[config.mk]
export PLATFORM = sky130hd
export DESIGN_NAME = acc_ctl
export DESIGN_NICKNAME = d
export VERILOG_FILES = /design/src/pkg/acc_pkg.sv /design/src/verilog/acc_ctl.sv
export SDC_FILE = /design/constraint.sdc
export NUM_CORES = 1
export LEC_CHECK = 0
export BUFFER_PORTS_ARGS = -buffer_cell sky130_fd_sc_hd__clkbuf_2
export CORE_ASPECT_RATIO = 1.4
export CORE_UTILIZATION = 35
export CTS_CLUSTER_SIZE = 20
export DETAILED_ROUTE_END_ITERATION = 12
export GPL_ROUTABILITY_DRIVEN = 0
export HOLD_SLACK_MARGIN = 0.06
export MAX_ROUTING_LAYER = met4
export PLACE_DENSITY = 0.59
export SKIP_LAST_GASP = 1
export SLEW_MARGIN = 5
export SYNTH_ARGS = -nofsm -noshare
export SYNTH_HDL_FRONTEND = slang
export SYNTH_SLANG_ARGS = --single-unit
export TNS_END_PERCENT = 30
[constraint.sdc]
create_clock -name clk -period 3.9 [get_ports clk]
set_input_delay 0 -clock clk [delete_from_list [all_inputs] [get_ports clk]]
set_output_delay 0 -clock clk [all_outputs]
set_load 0.01 [all_outputs]
[src/pkg/acc_pkg.sv]
package acc_pkg;

  // channel select codes
  localparam logic [4:0] CH_PIN_LAST = 5'h0F;
  localparam logic [4:0] CH_GND_FIRST = 5'h10;
  localparam logic [4:0] CH_GND_LAST = 5'h15;
  localparam logic [4:0] CH_TEMP = 5'h1A;
  localparam logic [4:0] CH_BANDGAP = 5'h1B;
  localparam logic [4:0] CH_REFH = 5'h1D;
  localparam logic [4:0] CH_REFL = 5'h1E;
  localparam logic [4:0] CH_OFF = 5'h1F;

  // clock source select
  localparam logic [1:0] CLK_BUS = 2'h0;
  localparam logic [1:0] CLK_BUS_DIV2 = 2'h1;
  localparam logic [1:0] CLK_ALT = 2'h2;
  localparam logic [1:0] CLK_LOCAL = 2'h3;

  // power modes
  localparam logic [1:0] PM_RUN = 2'h0;
  localparam logic [1:0] PM_WAIT = 2'h1;
  localparam logic [1:0] PM_STOP3 = 2'h2;
  localparam logic [1:0] PM_STOP2 = 2'h3;

  // conversion length in conversion clock ticks
  localparam int CONV_TICKS = 10;
  localparam int CONV_TICKS8 = 8;
  localparam logic [9:0] RESULT_RESET = 10'h000;

  typedef enum logic [2:0] {
    SRC_PIN,
    SRC_GND,
    SRC_TEMP,
    SRC_BANDGAP,
    SRC_REFH,
    SRC_REFL,
    SRC_RESERVED,
    SRC_NONE
  } acc_src_e;

  typedef struct packed {
    logic [4:0] channel_select;
    logic continuous;
    logic hw_trigger_sel;
    logic [1:0] clk_source;
    logic [1:0] clock_divide_select;
    logic mode8;
    logic compare_en;
    logic compare_ge;
  } acc_cfg_s;

endpackage

[src/verilog/acc_ctl.sv]
`timescale 1ns/1ns
// Behaviour
// - codes 0..15 route pins 0..15; codes 16..21 convert ground
// - reserved codes still convert; result undefined
// - 26 temp sensor, 27 bandgap, 29 high ref, 30 low ref
// - four input clocks: bus, bus/2, local async, alternate
// - alternate clock input is the external reference clock
// - conversion clock is selected clock divided by divide field
// - alternate clock stays usable in wait mode
// - alternate clock unavailable in stop2 and stop3
// - hardware trigger from counter overflow starts a conversion
// - overflow triggers regardless of counter interrupt enable
// - hardware trigger works in run, wait and stop3
// - result right-justified as 10 or 8 bits
// - single or continuous; single returns by itself to idle, or to armed under hardware trigger
// - done flag set on result, with interrupt request
// - compare less-than or greater-or-equal; flag and irq on match
// - only 16 pins; no third pin-enable register
// - all-ones select shuts down, stops continuous, no extra conversion
// - done flag clears on control write or low result read
module acc_ctl (
  // clock and reset
  input wire logic clk,
  input wire logic rst,
  // configuration and control
  input wire acc_pkg::acc_cfg_s cfg,
  input wire logic ctrl_write,
  input wire logic result_low_read,
  input wire logic conv_irq_enable,
  input wire logic [9:0] compare_value,
  input wire logic [1:0] power_mode,
  // clock sources, taken as enables on clk
  input wire logic local_async_conv_clock,
  input wire logic ext_reference_clock,
  // trigger from the real-time counter
  input wire logic rtc_overflow,
  input wire logic rtc_irq_enable,
  // analog front end
  input wire logic analog_bit,
  output logic [4:0] analog_mux_sel,
  output acc_pkg::acc_src_e analog_src,
  output logic [15:0] pin_select,
  output logic analog_powered,
  // status
  output logic conversion_clock,
  output logic busy,
  output logic conv_done_flag,
  output logic conv_irq,
  output logic [9:0] result
);

  typedef enum logic [1:0] {ST_IDLE, ST_ARMED, ST_CONV} acc_state_e;

  acc_state_e state_q;
  logic [3:0] bit_cnt_q;
  logic [9:0] sar_q;
  logic [2:0] div_cnt_q;
  logic half_q;
  logic tick;
  logic src_tick;
  logic alt_ok;
  logic start;
  logic done;
  logic match;
  logic [9:0] final_val;
  logic [2:0] div_last;
  logic [3:0] eff_ticks;

  // ----------------------------------------
  // channel decode
  // ----------------------------------------
  assign analog_mux_sel = cfg.channel_select;
  assign analog_powered = cfg.channel_select != acc_pkg::CH_OFF;
  always_comb begin
    pin_select = 16'h0000;
    if (cfg.channel_select <= acc_pkg::CH_PIN_LAST) begin
      analog_src = acc_pkg::SRC_PIN;
      pin_select[cfg.channel_select[3:0]] = 1'b1;
    end else if (cfg.channel_select <= acc_pkg::CH_GND_LAST) begin
      analog_src = acc_pkg::SRC_GND;
    end else if (cfg.channel_select == acc_pkg::CH_TEMP) begin
      analog_src = acc_pkg::SRC_TEMP;
    end else if (cfg.channel_select == acc_pkg::CH_BANDGAP) begin
      analog_src = acc_pkg::SRC_BANDGAP;
    end else if (cfg.channel_select == acc_pkg::CH_REFH) begin
      analog_src = acc_pkg::SRC_REFH;
    end else if (cfg.channel_select == acc_pkg::CH_REFL) begin
      analog_src = acc_pkg::SRC_REFL;
    end else if (cfg.channel_select == acc_pkg::CH_OFF) begin
      analog_src = acc_pkg::SRC_NONE;
    end else begin
      analog_src = acc_pkg::SRC_RESERVED;
    end
  end
  // sixteen pins only, so no enables exist above pin 15

  // ----------------------------------------
  // conversion clock
  // ----------------------------------------
  // alternate clock ok in run and wait
  assign alt_ok = (power_mode == acc_pkg::PM_RUN) || (power_mode == acc_pkg::PM_WAIT);
  // source select; alternate is external reference
  always_comb begin
    case (cfg.clk_source)
      acc_pkg::CLK_BUS: src_tick = 1'b1;
      acc_pkg::CLK_BUS_DIV2: src_tick = half_q;
      acc_pkg::CLK_ALT: src_tick = ext_reference_clock && alt_ok;
      default: src_tick = local_async_conv_clock;
    endcase
  end
  // divide by 1, 2, 4 or 8
  assign div_last = 3'((4'h1 << cfg.clock_divide_select) - 4'h1);

  always_ff @(posedge clk or posedge rst) begin
    if (rst) begin
      half_q <= 1'b0;
    end else begin
      half_q <= ~half_q;
    end
  end

  always_ff @(posedge clk or posedge rst) begin
    if (rst) begin
      div_cnt_q <= 3'h0;
    end else if (src_tick) begin
      div_cnt_q <= (div_cnt_q >= div_last) ? 3'h0 : div_cnt_q + 3'h1;
    end
  end
  assign tick = src_tick && (div_cnt_q >= div_last);
  assign conversion_clock = tick;

  // ----------------------------------------
  // sequencing
  // ----------------------------------------
  // software write or hardware trigger
  // overflow alone starts; counter irq enable ignored
  // no power mode gating on the trigger
  assign start = cfg.hw_trigger_sel ? rtc_overflow : ctrl_write;
  assign eff_ticks = cfg.mode8 ? 4'(acc_pkg::CONV_TICKS8) : 4'(acc_pkg::CONV_TICKS);
  assign done = (state_q == ST_CONV) && tick && (bit_cnt_q == eff_ticks - 4'h1);
  assign busy = state_q == ST_CONV;
  assign final_val = {sar_q[8:0], analog_bit};

  always_ff @(posedge clk or posedge rst) begin
    if (rst) begin
      state_q <= ST_IDLE;
      bit_cnt_q <= 4'h0;
      sar_q <= 10'h000;
    end else if (!analog_powered) begin
      // shut down with no extra conversion
      state_q <= ST_IDLE;
      bit_cnt_q <= 4'h0;
    end else if (ctrl_write && !cfg.hw_trigger_sel) begin
      // control write aborts and restarts
      state_q <= ST_CONV;
      bit_cnt_q <= 4'h0;
      sar_q <= 10'h000;
    end else begin
      case (state_q)
        ST_IDLE: begin
          if (ctrl_write) begin
            state_q <= ST_ARMED;
          end else if (start) begin
            state_q <= ST_CONV;
            bit_cnt_q <= 4'h0;
          end
        end
        ST_ARMED: begin
          if (start) begin
            state_q <= ST_CONV;
            bit_cnt_q <= 4'h0;
          end
        end
        ST_CONV: begin
          if (tick) begin
            sar_q <= final_val;
            bit_cnt_q <= bit_cnt_q + 4'h1;
            if (done) begin
              bit_cnt_q <= 4'h0;
              // single returns to idle, or to armed under hardware trigger; continuous restarts
              state_q <= cfg.continuous ? ST_CONV : (cfg.hw_trigger_sel ? ST_ARMED : ST_IDLE);
            end
          end
        end
        default: state_q <= ST_IDLE;
      endcase
    end
  end

  // ----------------------------------------
  // result, compare and flag
  // ----------------------------------------
  // less-than or greater-or-equal
  assign match = !cfg.compare_en ||
                 (cfg.compare_ge ? (final_val >= compare_value) : (final_val < compare_value));

  always_ff @(posedge clk or posedge rst) begin
    if (rst) begin
      result <= acc_pkg::RESULT_RESET;
    end else if (done && match) begin
      result <= cfg.mode8 ? {2'h0, final_val[7:0]} : final_val;
    end
  end

  always_ff @(posedge clk or posedge rst) begin
    if (rst) begin
      conv_done_flag <= 1'b0;
    end else if (done && match) begin
      conv_done_flag <= 1'b1;
    end else if (ctrl_write || result_low_read) begin
      conv_done_flag <= 1'b0;
    end
  end
  assign conv_irq = conv_done_flag && conv_irq_enable;

  // ----------------------------------------
  // checks
  // ----------------------------------------
  // flag follows completion
  a_done_sets_flag: assert property (@(posedge clk) disable iff (rst)
    done && match |=> conv_done_flag)
    else $error("done flag not set");
  a_flag_clears: assert property (@(posedge clk) disable iff (rst)
    (ctrl_write || result_low_read) && !(done && match) |=> !conv_done_flag)
    else $error("done flag not cleared");
  a_flag_hold: assert property (@(posedge clk) disable iff (rst)
    conv_done_flag && !ctrl_write && !result_low_read |=> conv_done_flag)
    else $error("done flag dropped without clear");
  a_off_idle: assert property (@(posedge clk) disable iff (rst)
    !analog_powered |=> !busy)
    else $error("busy while disabled");
  a_off_select: assert property (@(posedge clk) disable iff (rst)
    !analog_powered |-> analog_src == acc_pkg::SRC_NONE && pin_select == 16'h0000)
    else $error("input not isolated while disabled");
  a_alt_stop: assert property (@(posedge clk) disable iff (rst)
    cfg.clk_source == acc_pkg::CLK_ALT && !alt_ok |-> !tick)
    else $error("alternate clock used in stop");
  a_alt_wait: assert property (@(posedge clk) disable iff (rst)
    cfg.clk_source == acc_pkg::CLK_ALT && power_mode == acc_pkg::PM_WAIT && ext_reference_clock &&
    cfg.clock_divide_select == 2'h0 |-> tick)
    else $error("alternate clock lost in wait");
  a_bus_tick: assert property (@(posedge clk) disable iff (rst)
    cfg.clk_source == acc_pkg::CLK_BUS && cfg.clock_divide_select == 2'h0 |-> tick)
    else $error("bus clock tick missing");
  a_div_spacing: assert property (@(posedge clk) disable iff (rst)
    tick && cfg.clock_divide_select != 2'h0 ##1 cfg.clock_divide_select != 2'h0 |-> !tick)
    else $error("divided clock ticked twice in a row");
  a_fmt_eight: assert property (@(posedge clk) disable iff (rst)
    done && match && cfg.mode8 |=> result[9:8] == 2'h0)
    else $error("eight-bit result not justified");
  a_single_idle: assert property (@(posedge clk) disable iff (rst)
    done && !cfg.continuous && !ctrl_write && analog_powered |=> !busy)
    else $error("single conversion did not stop");
  a_cont_restart: assert property (@(posedge clk) disable iff (rst)
    done && cfg.continuous && analog_powered && !ctrl_write |=> busy)
    else $error("continuous conversion stopped");
  a_sw_start: assert property (@(posedge clk) disable iff (rst)
    ctrl_write && !cfg.hw_trigger_sel && analog_powered |=> busy)
    else $error("control write did not start conversion");
  a_hw_start: assert property (@(posedge clk) disable iff (rst)
    state_q == ST_ARMED && rtc_overflow && analog_powered && !ctrl_write |=> busy)
    else $error("overflow did not start conversion");
  a_hw_no_gate: assert property (@(posedge clk) disable iff (rst)
    state_q == ST_ARMED && cfg.hw_trigger_sel && rtc_overflow && !rtc_irq_enable && analog_powered &&
    !ctrl_write |=> busy)
    else $error("overflow ignored without counter irq enable");
  a_trig_stop3: assert property (@(posedge clk) disable iff (rst)
    power_mode == acc_pkg::PM_STOP3 && state_q == ST_ARMED && cfg.hw_trigger_sel && rtc_overflow &&
    analog_powered && !ctrl_write |=> busy)
    else $error("overflow ignored in stop3");
  a_miss_no_flag: assert property (@(posedge clk) disable iff (rst)
    !conv_done_flag && done && !match && !ctrl_write && !result_low_read |=> !conv_done_flag)
    else $error("flag set on compare miss");
  a_result_kept: assert property (@(posedge clk) disable iff (rst)
    done && !match |=> $stable(result))
    else $error("result changed on compare miss");
  a_pin_route: assert property (@(posedge clk) disable iff (rst)
    cfg.channel_select <= acc_pkg::CH_PIN_LAST |-> $onehot(pin_select))
    else $error("pin select not one-hot");
  a_gnd_route: assert property (@(posedge clk) disable iff (rst)
    cfg.channel_select >= acc_pkg::CH_GND_FIRST && cfg.channel_select <= acc_pkg::CH_GND_LAST |->
    analog_src == acc_pkg::SRC_GND && pin_select == 16'h0000)
    else $error("ground code misrouted");
  a_reserved_conv: assert property (@(posedge clk) disable iff (rst)
    analog_src == acc_pkg::SRC_RESERVED && ctrl_write && !cfg.hw_trigger_sel |=> busy)
    else $error("reserved code did not convert");
  a_src_temp: assert property (@(posedge clk) disable iff (rst)
    cfg.channel_select == acc_pkg::CH_TEMP |-> analog_src == acc_pkg::SRC_TEMP)
    else $error("temperature code misrouted");
  a_src_bandgap: assert property (@(posedge clk) disable iff (rst)
    cfg.channel_select == acc_pkg::CH_BANDGAP |-> analog_src == acc_pkg::SRC_BANDGAP)
    else $error("bandgap code misrouted");
  a_irq_flag: assert property (@(posedge clk) disable iff (rst)
    conv_irq |-> conv_done_flag)
    else $error("irq without flag");
  a_irq_follow: assert property (@(posedge clk) disable iff (rst)
    conv_done_flag && conv_irq_enable |-> conv_irq)
    else $error("flag without irq");

  // ----------------------------------------
  // cover points
  // ----------------------------------------
  c_single: cover property (@(posedge clk) disable iff (rst) done && !cfg.continuous);
  c_continuous: cover property (@(posedge clk) disable iff (rst) done && cfg.continuous ##1 busy);
  c_hw: cover property (@(posedge clk) disable iff (rst) state_q == ST_ARMED && rtc_overflow);
  c_compare: cover property (@(posedge clk) disable iff (rst) done && cfg.compare_en && match);
  c_shutdown: cover property (@(posedge clk) disable iff (rst) busy ##1 !analog_powered);

endmodule

==> out/results.txt, run 1 <==
yosys warns: 0
Worst slew margin: 0.375
CP arrival: 2.89 ns
WP data required: 4.07 ns
# nets final: 354
top cells by count, synth: 30 x dfrtp_1, 29 x inv_1, 25 x nand2_1
TritonCTS buffer count: 5
total congestion overflow: 0
first-pass GRT wire length: 7.50 mm
Design Area, Final: 2570 sq um
EDFF count, synth: 0
critical path class: reg -> reg
Cell variety after synth: 44
clock root cell: clkbuf_8
Sink Count: 30
Seq/Total Area, Yosys: 0.363
DRT Pass-1 Iters: 4
fmax: 0.367 GHz
vias in the first global route: 1747
die height: 93.0 um
Top FF cell, synth: dfrtp_1
PortBufs: 72
wire length on met3: 245 um
CORE AREA: 5610 sq um
area share of the largest cell type after synthesis: 0.363
clk slew on worst S/H paths: 0.06 ns
CP max FO: 11
Mean Syn Cell Area: 9.00 sq um
crit start category: flip-flop
final setup fails: 0
final worst path period need: 2.73 ns
Routed WL per cell: 12.2 um
max layer used: met4
via count: 1816
met2 routed WL: 2.33 mm
Cells after DPL: 360
antenna violations before repair: 0
synthesized instance count: 230
main area contributors after synthesis: dfrtp_1 36%, ha_1 9.1%, mux2_4 6.5%
Mapped Area: 2070 sq um
GRT Total Usage: 0.161
Power Density: 428 nW/um^2
RSZ-0062 raised after global routing: no
H-tree lvl count: 2
CP endpoint kind: flip-flop
fin. max-slew vios: 0
P&R area growth vs syn: 24.4%
die area: 6230 sq um
Worst-Skew Late Latency: 0.28 ns
status: finished clean
final core utilization: 0.459
Leakage: 0.00140 uW
Hold Crit Class: in -> reg
layout cells sized above 1: 0.327
async set-or-reset flop fraction in the synthesized netlist: 1.00
clk_skew: 0.00198 ns
most instantiated library cell after synthesis: dfrtp_1
Cell Area, Placed: 2460 sq um
vias per inst: 4.89
Final Cycle Share: 0.699
endpoints failing hold: 0
Setup Buffers After CTS: 0
CTS tree: yes
CTS max path bufs: 2
I/O pins: 75
Setup TNS: 0 ns
Post-DP HPWL: 3.53 mm
ANT cells: 0
total routed wirelength: 4.54 mm
fin cells: 371
starting density of the core: 0.369
top cell type by total area after synthesis: dfrtp_1
FP Rows: 32
number of nets with antenna violations after routing: 0
DRC Markers: 0
die outline width: 67.0 um
Max IR drop VDD: 0.000159 V
Yosys reg bits: 30
Least-Margin Pin Slew: 0.937 ns
PnR Total Power: 1100 uW
largest net degree at the start of global routing: 31
Synth Net Count: 281
M1 WL: 1.86 mm
number of DRC markers in iteration 0: 111
Max Cap Viol: 0
metrics by stage:
| step | setup WS, ns | hold WS, ns |
|---|---|---|
| after detailed placement | 1.15 | 0.0795 |
| after floorplan | 1.74 | 0.0908 |
| final | 1.17 | 0.0967 |
| after CTS | 1.14 | 0.0872 |
| after global placement | 1.16 | 0.0830 |
| after global routing | 1.01 | 0.118 |
state kept, by name, summed over array words and instances, names as in the netlist:
register / cells
div_cnt_q: 3
bit_cnt_q: 4
half_q: 1
state_q: 2
sar_q: 9
conv_done_flag: 1
result: 10
critical path: stages, from the launching register on:
cell and delay [ns]:
dfrtp_1 0.39, ha_1 0.29, and2_1 0.14, a21boi_1 0.10, or4b_4 0.56, a21oi_2 0.70, mux2_2 0.41
cell families after synthesis:
kind of cell | after synthesis | synth area share
buffers and inverters | 41 | 0.0877
AOI/OAI and AO/OA | 36 | 0.116
DFF | 30 | 0.363
adders and majority gates | 15 | 0.0907
muxes | 23 | 0.134
and+or+nand+nor | 85 | 0.209
path summary, 6_finish.rpt:
| kind | startpoint | to | slack, ns | cells past startpoint |
|---|---|---|---|---|
| max | div_cnt_q[2] | result[8] | 1.17 | 6 |
| min | cfg[2] | result[8] | 0.1 | 3 |
| max reg2reg | div_cnt_q[2] | result[8] | 1.17 | 6 |
| min reg2reg | half_q | half_q | 0.42 | 1 |
| max in group asynchronous | rst | result[7] | 3.30 | 4 |
| min in group asynchronous | rst | result[4] | 0.32 | 4 |
power by group:
group	switching, uW	internal, uW	total, uW
sequential	70.8	381	452
clock	109	122	231
combinational	225	192	417
total	405	696	1100
placed cells by master (no fill, tap or decap), types with 3 or more instances in the layout:
| cell type | synthesis | final |
|---|---|---|
| a21o_1 | 3 | 3 |
| a21oi_1 | 9 | 9 |
| clkbuf_2 | 0 | 72 |
| clkbuf_8 | 0 | 5 |
| dfrtp_1 | 30 | 30 |
| dlygate4sd3_1 | 0 | 4 |
| ha_1 | 15 | 15 |
| inv_1 | 29 | 29 |
| mux2_4 | 9 | 9 |
| mux2i_1 | 12 | 12 |
| nand2_1 | 25 | 25 |
| nand2b_1 | 6 | 6 |
| nand3_1 | 3 | 3 |
| nor2_1 | 22 | 22 |
| nor2b_1 | 4 | 4 |
| nor3_1 | 6 | 6 |
| o21ai_0 | 11 | 11 |
routing by layer:
layer  global-route usage  up-vias
met2                0.281       65
met4               0.0833        0
li1                     -      917
met3               0.0280        9
met5                    -        -
met1                0.170      825
cell type report:
| class | instances | area [sq um] |
|---|---|---|
| clock buffer | 7 | 76.3 |
| fill | 563 | 3030 |
| inverter | 29 | 109 |
| multi-input combinational | 159 | 1140 |
| sequential | 30 | 751 |
| tap | 68 | 85.1 |
| timing repair buffer | 78 | 415 |
what timing repair did:
| action | 4_1_cts | 5_1_grt |
|---|---|---|
| gates resized for setup | 0 | 0 |
| endpoints found under the hold margin | 34 | 0 |
| hold buffers | 4 | 0 |
(Power assumes the default switching activity.)
==> run 2, diff against run 1 <==
Settings changed: ABC_AREA set to 1, PLACE_DENSITY 0.59 to 0.61.
Clock period 3.9 ns to 2.4 ns, I/O delays scaled along.
==> run 2 against run 1 <==
  * Setup slack got worse by 0.70 ns
  * Sequential share of layout area down 1.1 points
  * Largest cell class unchanged
  * Highest routed layer unchanged
  * Non-clock buffer count increased by 2
  * Flip-flop and latch count unchanged
  * Critical endpoint is now conv_done_flag
==> out/results.txt, run 2 <==
status: finished clean
GRT Total Usage: 0.161
area share of the largest cell type after synthesis: 0.351
clk_skew: 0.00480 ns
CTS max path bufs: 2
clk slew on worst S/H paths: 0.07 ns
Setup TNS: 0 ns
critical path class: reg -> reg
endpoints failing hold: 0
CP endpoint kind: flip-flop
starting density of the core: 0.364
WP data required: 2.54 ns
DRC Markers: 0
fmax: 0.520 GHz
async set-or-reset flop fraction in the synthesized netlist: 1.00
R2R depth: 10
PostCTS Resize Cnt: 0
hold path start: cfg[5]
vias in the first global route: 1878
final setup fails: 0
total congestion overflow: 0
# nets final: 425
H-tree lvl count: 2
ANT cells: 0
max reg flops: 10
total routed wirelength: 4.52 mm
number of nets with antenna violations after routing: 0
Worst slew margin: 0.747
largest net degree at the start of global routing: 31
hold depth: 4
Post-DP HPWL: 3.69 mm
largest registers: result x10, sar_q x9, bit_cnt_q x4
first-pass GRT wire length: 7.88 mm
RSZ-0062 raised after global routing: no
most frequent cells in the layout: 84 x nand2_1, 72 x clkbuf_2, 48 x inv_1
worst r2r src: sar_q[8]
CTS tree: yes
most used cell along the critical path: nand2_1
Cell variety after synth: 33
main area contributors after synthesis: dfrtp_1 35%, nand2_1 15%, ha_1 8.8%
Routed WL per cell: 10.2 um
Final Cycle Share: 0.801
via count: 2070
clock root cell: clkbuf_8
footprint of the multi-input gates: 1120 sq um
P&R area growth vs syn: 25.1%
yosys warns: 0
Top FF cell, synth: dfrtp_1
Least-Margin Pin Slew: 0.380 ns
leading cell type in the layout, fill and taps excluded: nand2_1
I/O pins: 75
Max Cap Viol: 0
# hold bufs at CTS: 5
CORE AREA: 5860 sq um
Sink Count: 30
synthesized instance count: 298
die height: 94.4 um
die area: 6420 sq um
Leakage: 0.00157 uW
die outline width: 68.0 um
number of DRC markers in iteration 0: 72
Seq/Total Area, Yosys: 0.351
FP Rows: 33
Power Density: 721 nW/um^2
Setup Buffers After CTS: 0
Yosys reg bits: 30
most instantiated library cell after synthesis: nand2_1
slowest stage delay, CP: 0.41 ns
CP arrival: 2.07 ns
Worst-Skew Late Latency: 0.28 ns
final core utilization: 0.456
crit start category: flip-flop
register area: 751 sq um
PortBufs: 72
Hold Crit Class: in -> reg
Crit. Startpoint: sar_q[8]
Mean Syn Cell Area: 7.17 sq um
vias per inst: 4.65
Mapped Area: 2140 sq um
TritonCTS buffer count: 5
Slowest cell on crit path: dfrtp_1
final worst path period need: 1.92 ns
CP max FO: 11
top cell type by total area after synthesis: dfrtp_1
fin. max-slew vios: 0
antenna violations before repair: 0
top cells by count, synth: 84 x nand2_1, 48 x inv_1, 30 x dfrtp_1
Cell Chain, Critical Path: ha_1, nand2_1, nor2_1, nand3_1, nand4_1, nand2_1, inv_1, nand2_1, nand2_1, o21ai_0
EDFF count, synth: 0
Synth Net Count: 349
DRT Pass-1 Iters: 4
number of fill cells: 612
Max IR drop VDD: 0.000267 V
layout cells sized above 1: 0.277
largest register by flop count: result
==> run 2: cell count changes in the layout (fill, tap and decap cells not counted), sizes merged, moves of 5 or more <==
cell	delta
nand4	+5
mux2	-11
inv	+21
nor2b	-5
nand3	+15
mux2i	-12
nand2b	-7
nand2	+67
o21ai	+9
nor2	+6
==> run 2: kinds of logic after synthesis <==
kind of cell / synth area share
simple gates: 0.322
flops: 0.351
xor+xnor: 0.00820
buf+inv: 0.125
fa+ha+maj: 0.0879
compound gates: 0.105
==> run 2: critical path, delay by kind of cell, from the launching register on <==
kind | cells | cell delay (ns)
AOI/OAI and AO/OA | 1 | 0.14
adders and majority gates | 1 | 0.30
buffers and inverters | 1 | 0.04
DFF | 1 | 0.41
and+or+nand+nor | 7 | 0.89
==> run 2: final timing paths <==
kind | slack [ns] | endpoint
min reg2reg | 0.42 | half_q
max | 0.48 | conv_done_flag
min in group asynchronous | 0.33 | result[4]
max in group asynchronous | 1.78 | bit_cnt_q[2]
min | 0.15 | div_cnt_q[2]
max reg2reg | 0.48 | conv_done_flag
==> run 2: routing by layer <==
| metal | global-route usage | vias up | routed length [um] |
|---|---|---|---|
| li1 | - | 1100 | - |
| met1 | 0.191 | 924 | 2030 |
| met2 | 0.275 | 41 | 2300 |
| met3 | 0.0145 | 5 | 123 |
| met4 | 0.0573 | 0 | 74 |
| met5 | - | - | 0 |
==> run 2: layout make-up <==
class | count | share of cell area
Tap cell | 70 | 0.0328
Clock buffer | 6 | 0.0309
Inverter | 50 | 0.0703
Sequential cell | 30 | 0.281
Multi-Input combinational cell | 207 | 0.418
Timing Repair Buffer | 80 | 0.162
Clock inverter | 2 | 0.00468
==> run 2: through the flow <==
stage	total power [uW]	cells	hold WS, ns	cell area (sq um)	setup slack [ns]
after floorplan	1330	298	0.0908	2140	0.698
after global routing	2130	445	0.172	2670	0.170
after global placement	1500	432	0.0785	2530	0.496
after CTS	1960	445	0.146	2670	0.438
final	1930	445	0.150	2670	0.477
after detailed placement	1520	432	0.0781	2530	0.436
==> run 2: power by group <==
group | total, uW | switching, uW | internal [uW]
Clock | 420 | 190 | 230
Sequential | 748 | 120 | 628
Combinational | 758 | 454 | 304
Total | 1930 | 765 | 1160
==> run 3, diff against run 2 <==
Settings changed: ABC_AREA 1 to 0.
Clock period 2.4 ns to 1.65 ns, I/O delays scaled along.
==> run 3 against run 2 <==
  * The flow now finishes with violations (negative setup slack)
  * Sequential power is 35% higher
  * Critical path depth fell by 3
  * Final area rose by 12%
  * Critical path type unchanged
  * Critical endpoint is now result[3]
  * Largest power group unchanged
  * Highest routed layer unchanged
==> out/results.txt, run 3 (synthesized netlist as in run 1, its figures left out) <==
final worst path period need: 2.18 ns
layout cells sized above 1: 0.450
vias per inst: 4.80
dpl ws: -0.729 ns
CTS max path bufs: 2
Hold Crit Class: in -> reg
Post-DP HPWL: 3.89 mm
I/O pins: 75
vias in the first global route: 1910
Cell Area, Placed: 2730 sq um
Setup WS post-layout: -0.535 ns
total congestion overflow: 0
violated checks: negative setup slack
TritonCTS buffer count: 5
Hold Crit Endpoint: state_q[1]
PortBufs: 72
number of nets with antenna violations after routing: 0
die height: 93.0 um
max reg flops: 10
fin. max-slew vios: 0
Max IR drop VDD: 0.000381 V
max layer used: met4
starting density of the core: 0.369
clk slew on worst S/H paths: 0.06 ns
CP max FO: 6
clock root cell: clkbuf_8
H-tree lvl count: 2
final setup fails: 27
ANT cells: 0
register area: 751 sq um
Final Cycle Share: 1.32
P&R area growth vs syn: 44.7%
Crit. Startpoint: div_cnt_q[2]
antenna violations before repair: 0
largest net degree at the start of global routing: 31
worst r2r src: div_cnt_q[2]
setup slack, reg-to-reg: -0.53 ns
wire length on met3: 265 um
hold depth: 3
GRT Total Usage: 0.168
status: finished with violations
RSZ-0062 raised after global routing: yes
number of DRC markers in iteration 0: 52
die area: 6230 sq um
Leakage: 0.00161 uW
CTS tree: yes
Max Cap Viol: 0
R2R depth: 7
WP data required: 1.81 ns
Worst slew margin: 0.733
CP endpoint kind: flip-flop
met2 routed WL: 2.61 mm
CP arrival: 2.35 ns
footprint of the multi-input gates: 1250 sq um
largest register by flop count: result
Design Area, Final: 3000 sq um
first-pass GRT wire length: 7.82 mm
DRC Markers: 0
CORE AREA: 5610 sq um
crit start category: flip-flop
critical path class: reg -> reg
die outline width: 67.0 um
endpoints failing hold: 0
number of fill cells: 531
fmax: 0.458 GHz
leading cell type in the layout, fill and taps excluded: clkbuf_2
clk_skew: 0.00219 ns
DRT Pass-1 Iters: 3
largest registers: result x10, sar_q x9, bit_cnt_q x4
via count: 1967
M1 WL: 2.04 mm
Routed WL per cell: 12.2 um
# nets final: 392
Power Density: 1060 nW/um^2
Sink Count: 30
total routed wirelength: 4.99 mm
Worst-Skew Late Latency: 0.28 ns
most frequent cells in the layout: 72 x clkbuf_2, 39 x buf_4, 30 x dfrtp_1
FP Rows: 32
hold path start: cfg[8]
Least-Margin Pin Slew: 0.401 ns
reg-to-reg endpoint: result[3]
==> run 3: cell count changes in the layout (fill, tap and decap cells not counted), sizes merged, moves of 5 or more <==
cell    delta
inv       -21
o21ai      -9
nand2b     +7
nand3     -15
nor2b      +5
buf       +38
mux2      +11
nor2       -6
nand2     -67
mux2i     +12
nand4      -5
==> run 3: worst max path at each step <==
stage	end	slack, ns	cells after the start
2_1_floorplan	result[0]	-0.48	7
4_1_cts	result[3]	-0.53	7
3_5_place_dp	result[8]	-0.73	6
6_report	result[3]	-0.53	7
3_3_place_gp	result[8]	-0.68	6
5_1_grt	result[3]	-0.60	8
==> run 3: area by class of cell <==
cell class,instances,share of cell area
clock buffer,7,0.0288
sequential,30,0.251
clock inverter,1,0.00167
multi-input combinational,159,0.419
timing repair buffer,116,0.236
inverter,29,0.0363
tap,68,0.0284
==> run 3: worst max-delay path, stage by stage, from the launching register on <==
cell,delay (ns)
dfrtp_1,0.41
ha_4,0.28
a21oi_2,0.05
a21boi_2,0.16
or4b_4,0.53
a21oi_4,0.16
buf_6,0.16
mux2_4,0.31
==> run 3: report_power, final <==
part / leakage (uW) / total (uW) / switching, uW / internal (uW)
logic: 0.00116 / 1560 / 726 / 831
clock network: 0.0000482 / 611 / 275 / 336
registers: 0.000399 / 1010 / 111 / 900
==> run 3: what timing repair did <==
item,in CTS,in global routing
hold buffers,3,0
setup endpoints to repair,27,27
gates resized for setup,7,9
pin swaps,2,6
setup buffers,3,1
endpoints found under the hold margin,32,0
==> run 3: per-stage QoR <==
stage / utilization / instances / total power [uW] / hold WS, ns / setup TNS [ns]
after floorplan: - / 230 / 1800 / 0.0908 / -7.92
after global placement: 0.487 / 395 / 2390 / 0.0799 / -11.93
after detailed placement: 0.487 / 395 / 2420 / 0.0868 / -13.36
after CTS: 0.520 / 409 / 3120 / 0.0739 / -11.78
after global routing: 0.534 / 410 / 3420 / 0.0835 / -14.09
final: 0.534 / 410 / 3180 / 0.0633 / -11.55
==> run 3: per-layer routing <==
layer | up-vias | GRT usage
li1 | 988 | -
met2 | 65 | 0.307
met5 | - | -
met4 | 0 | 0.0798
met3 | 9 | 0.0329
met1 | 905 | 0.164
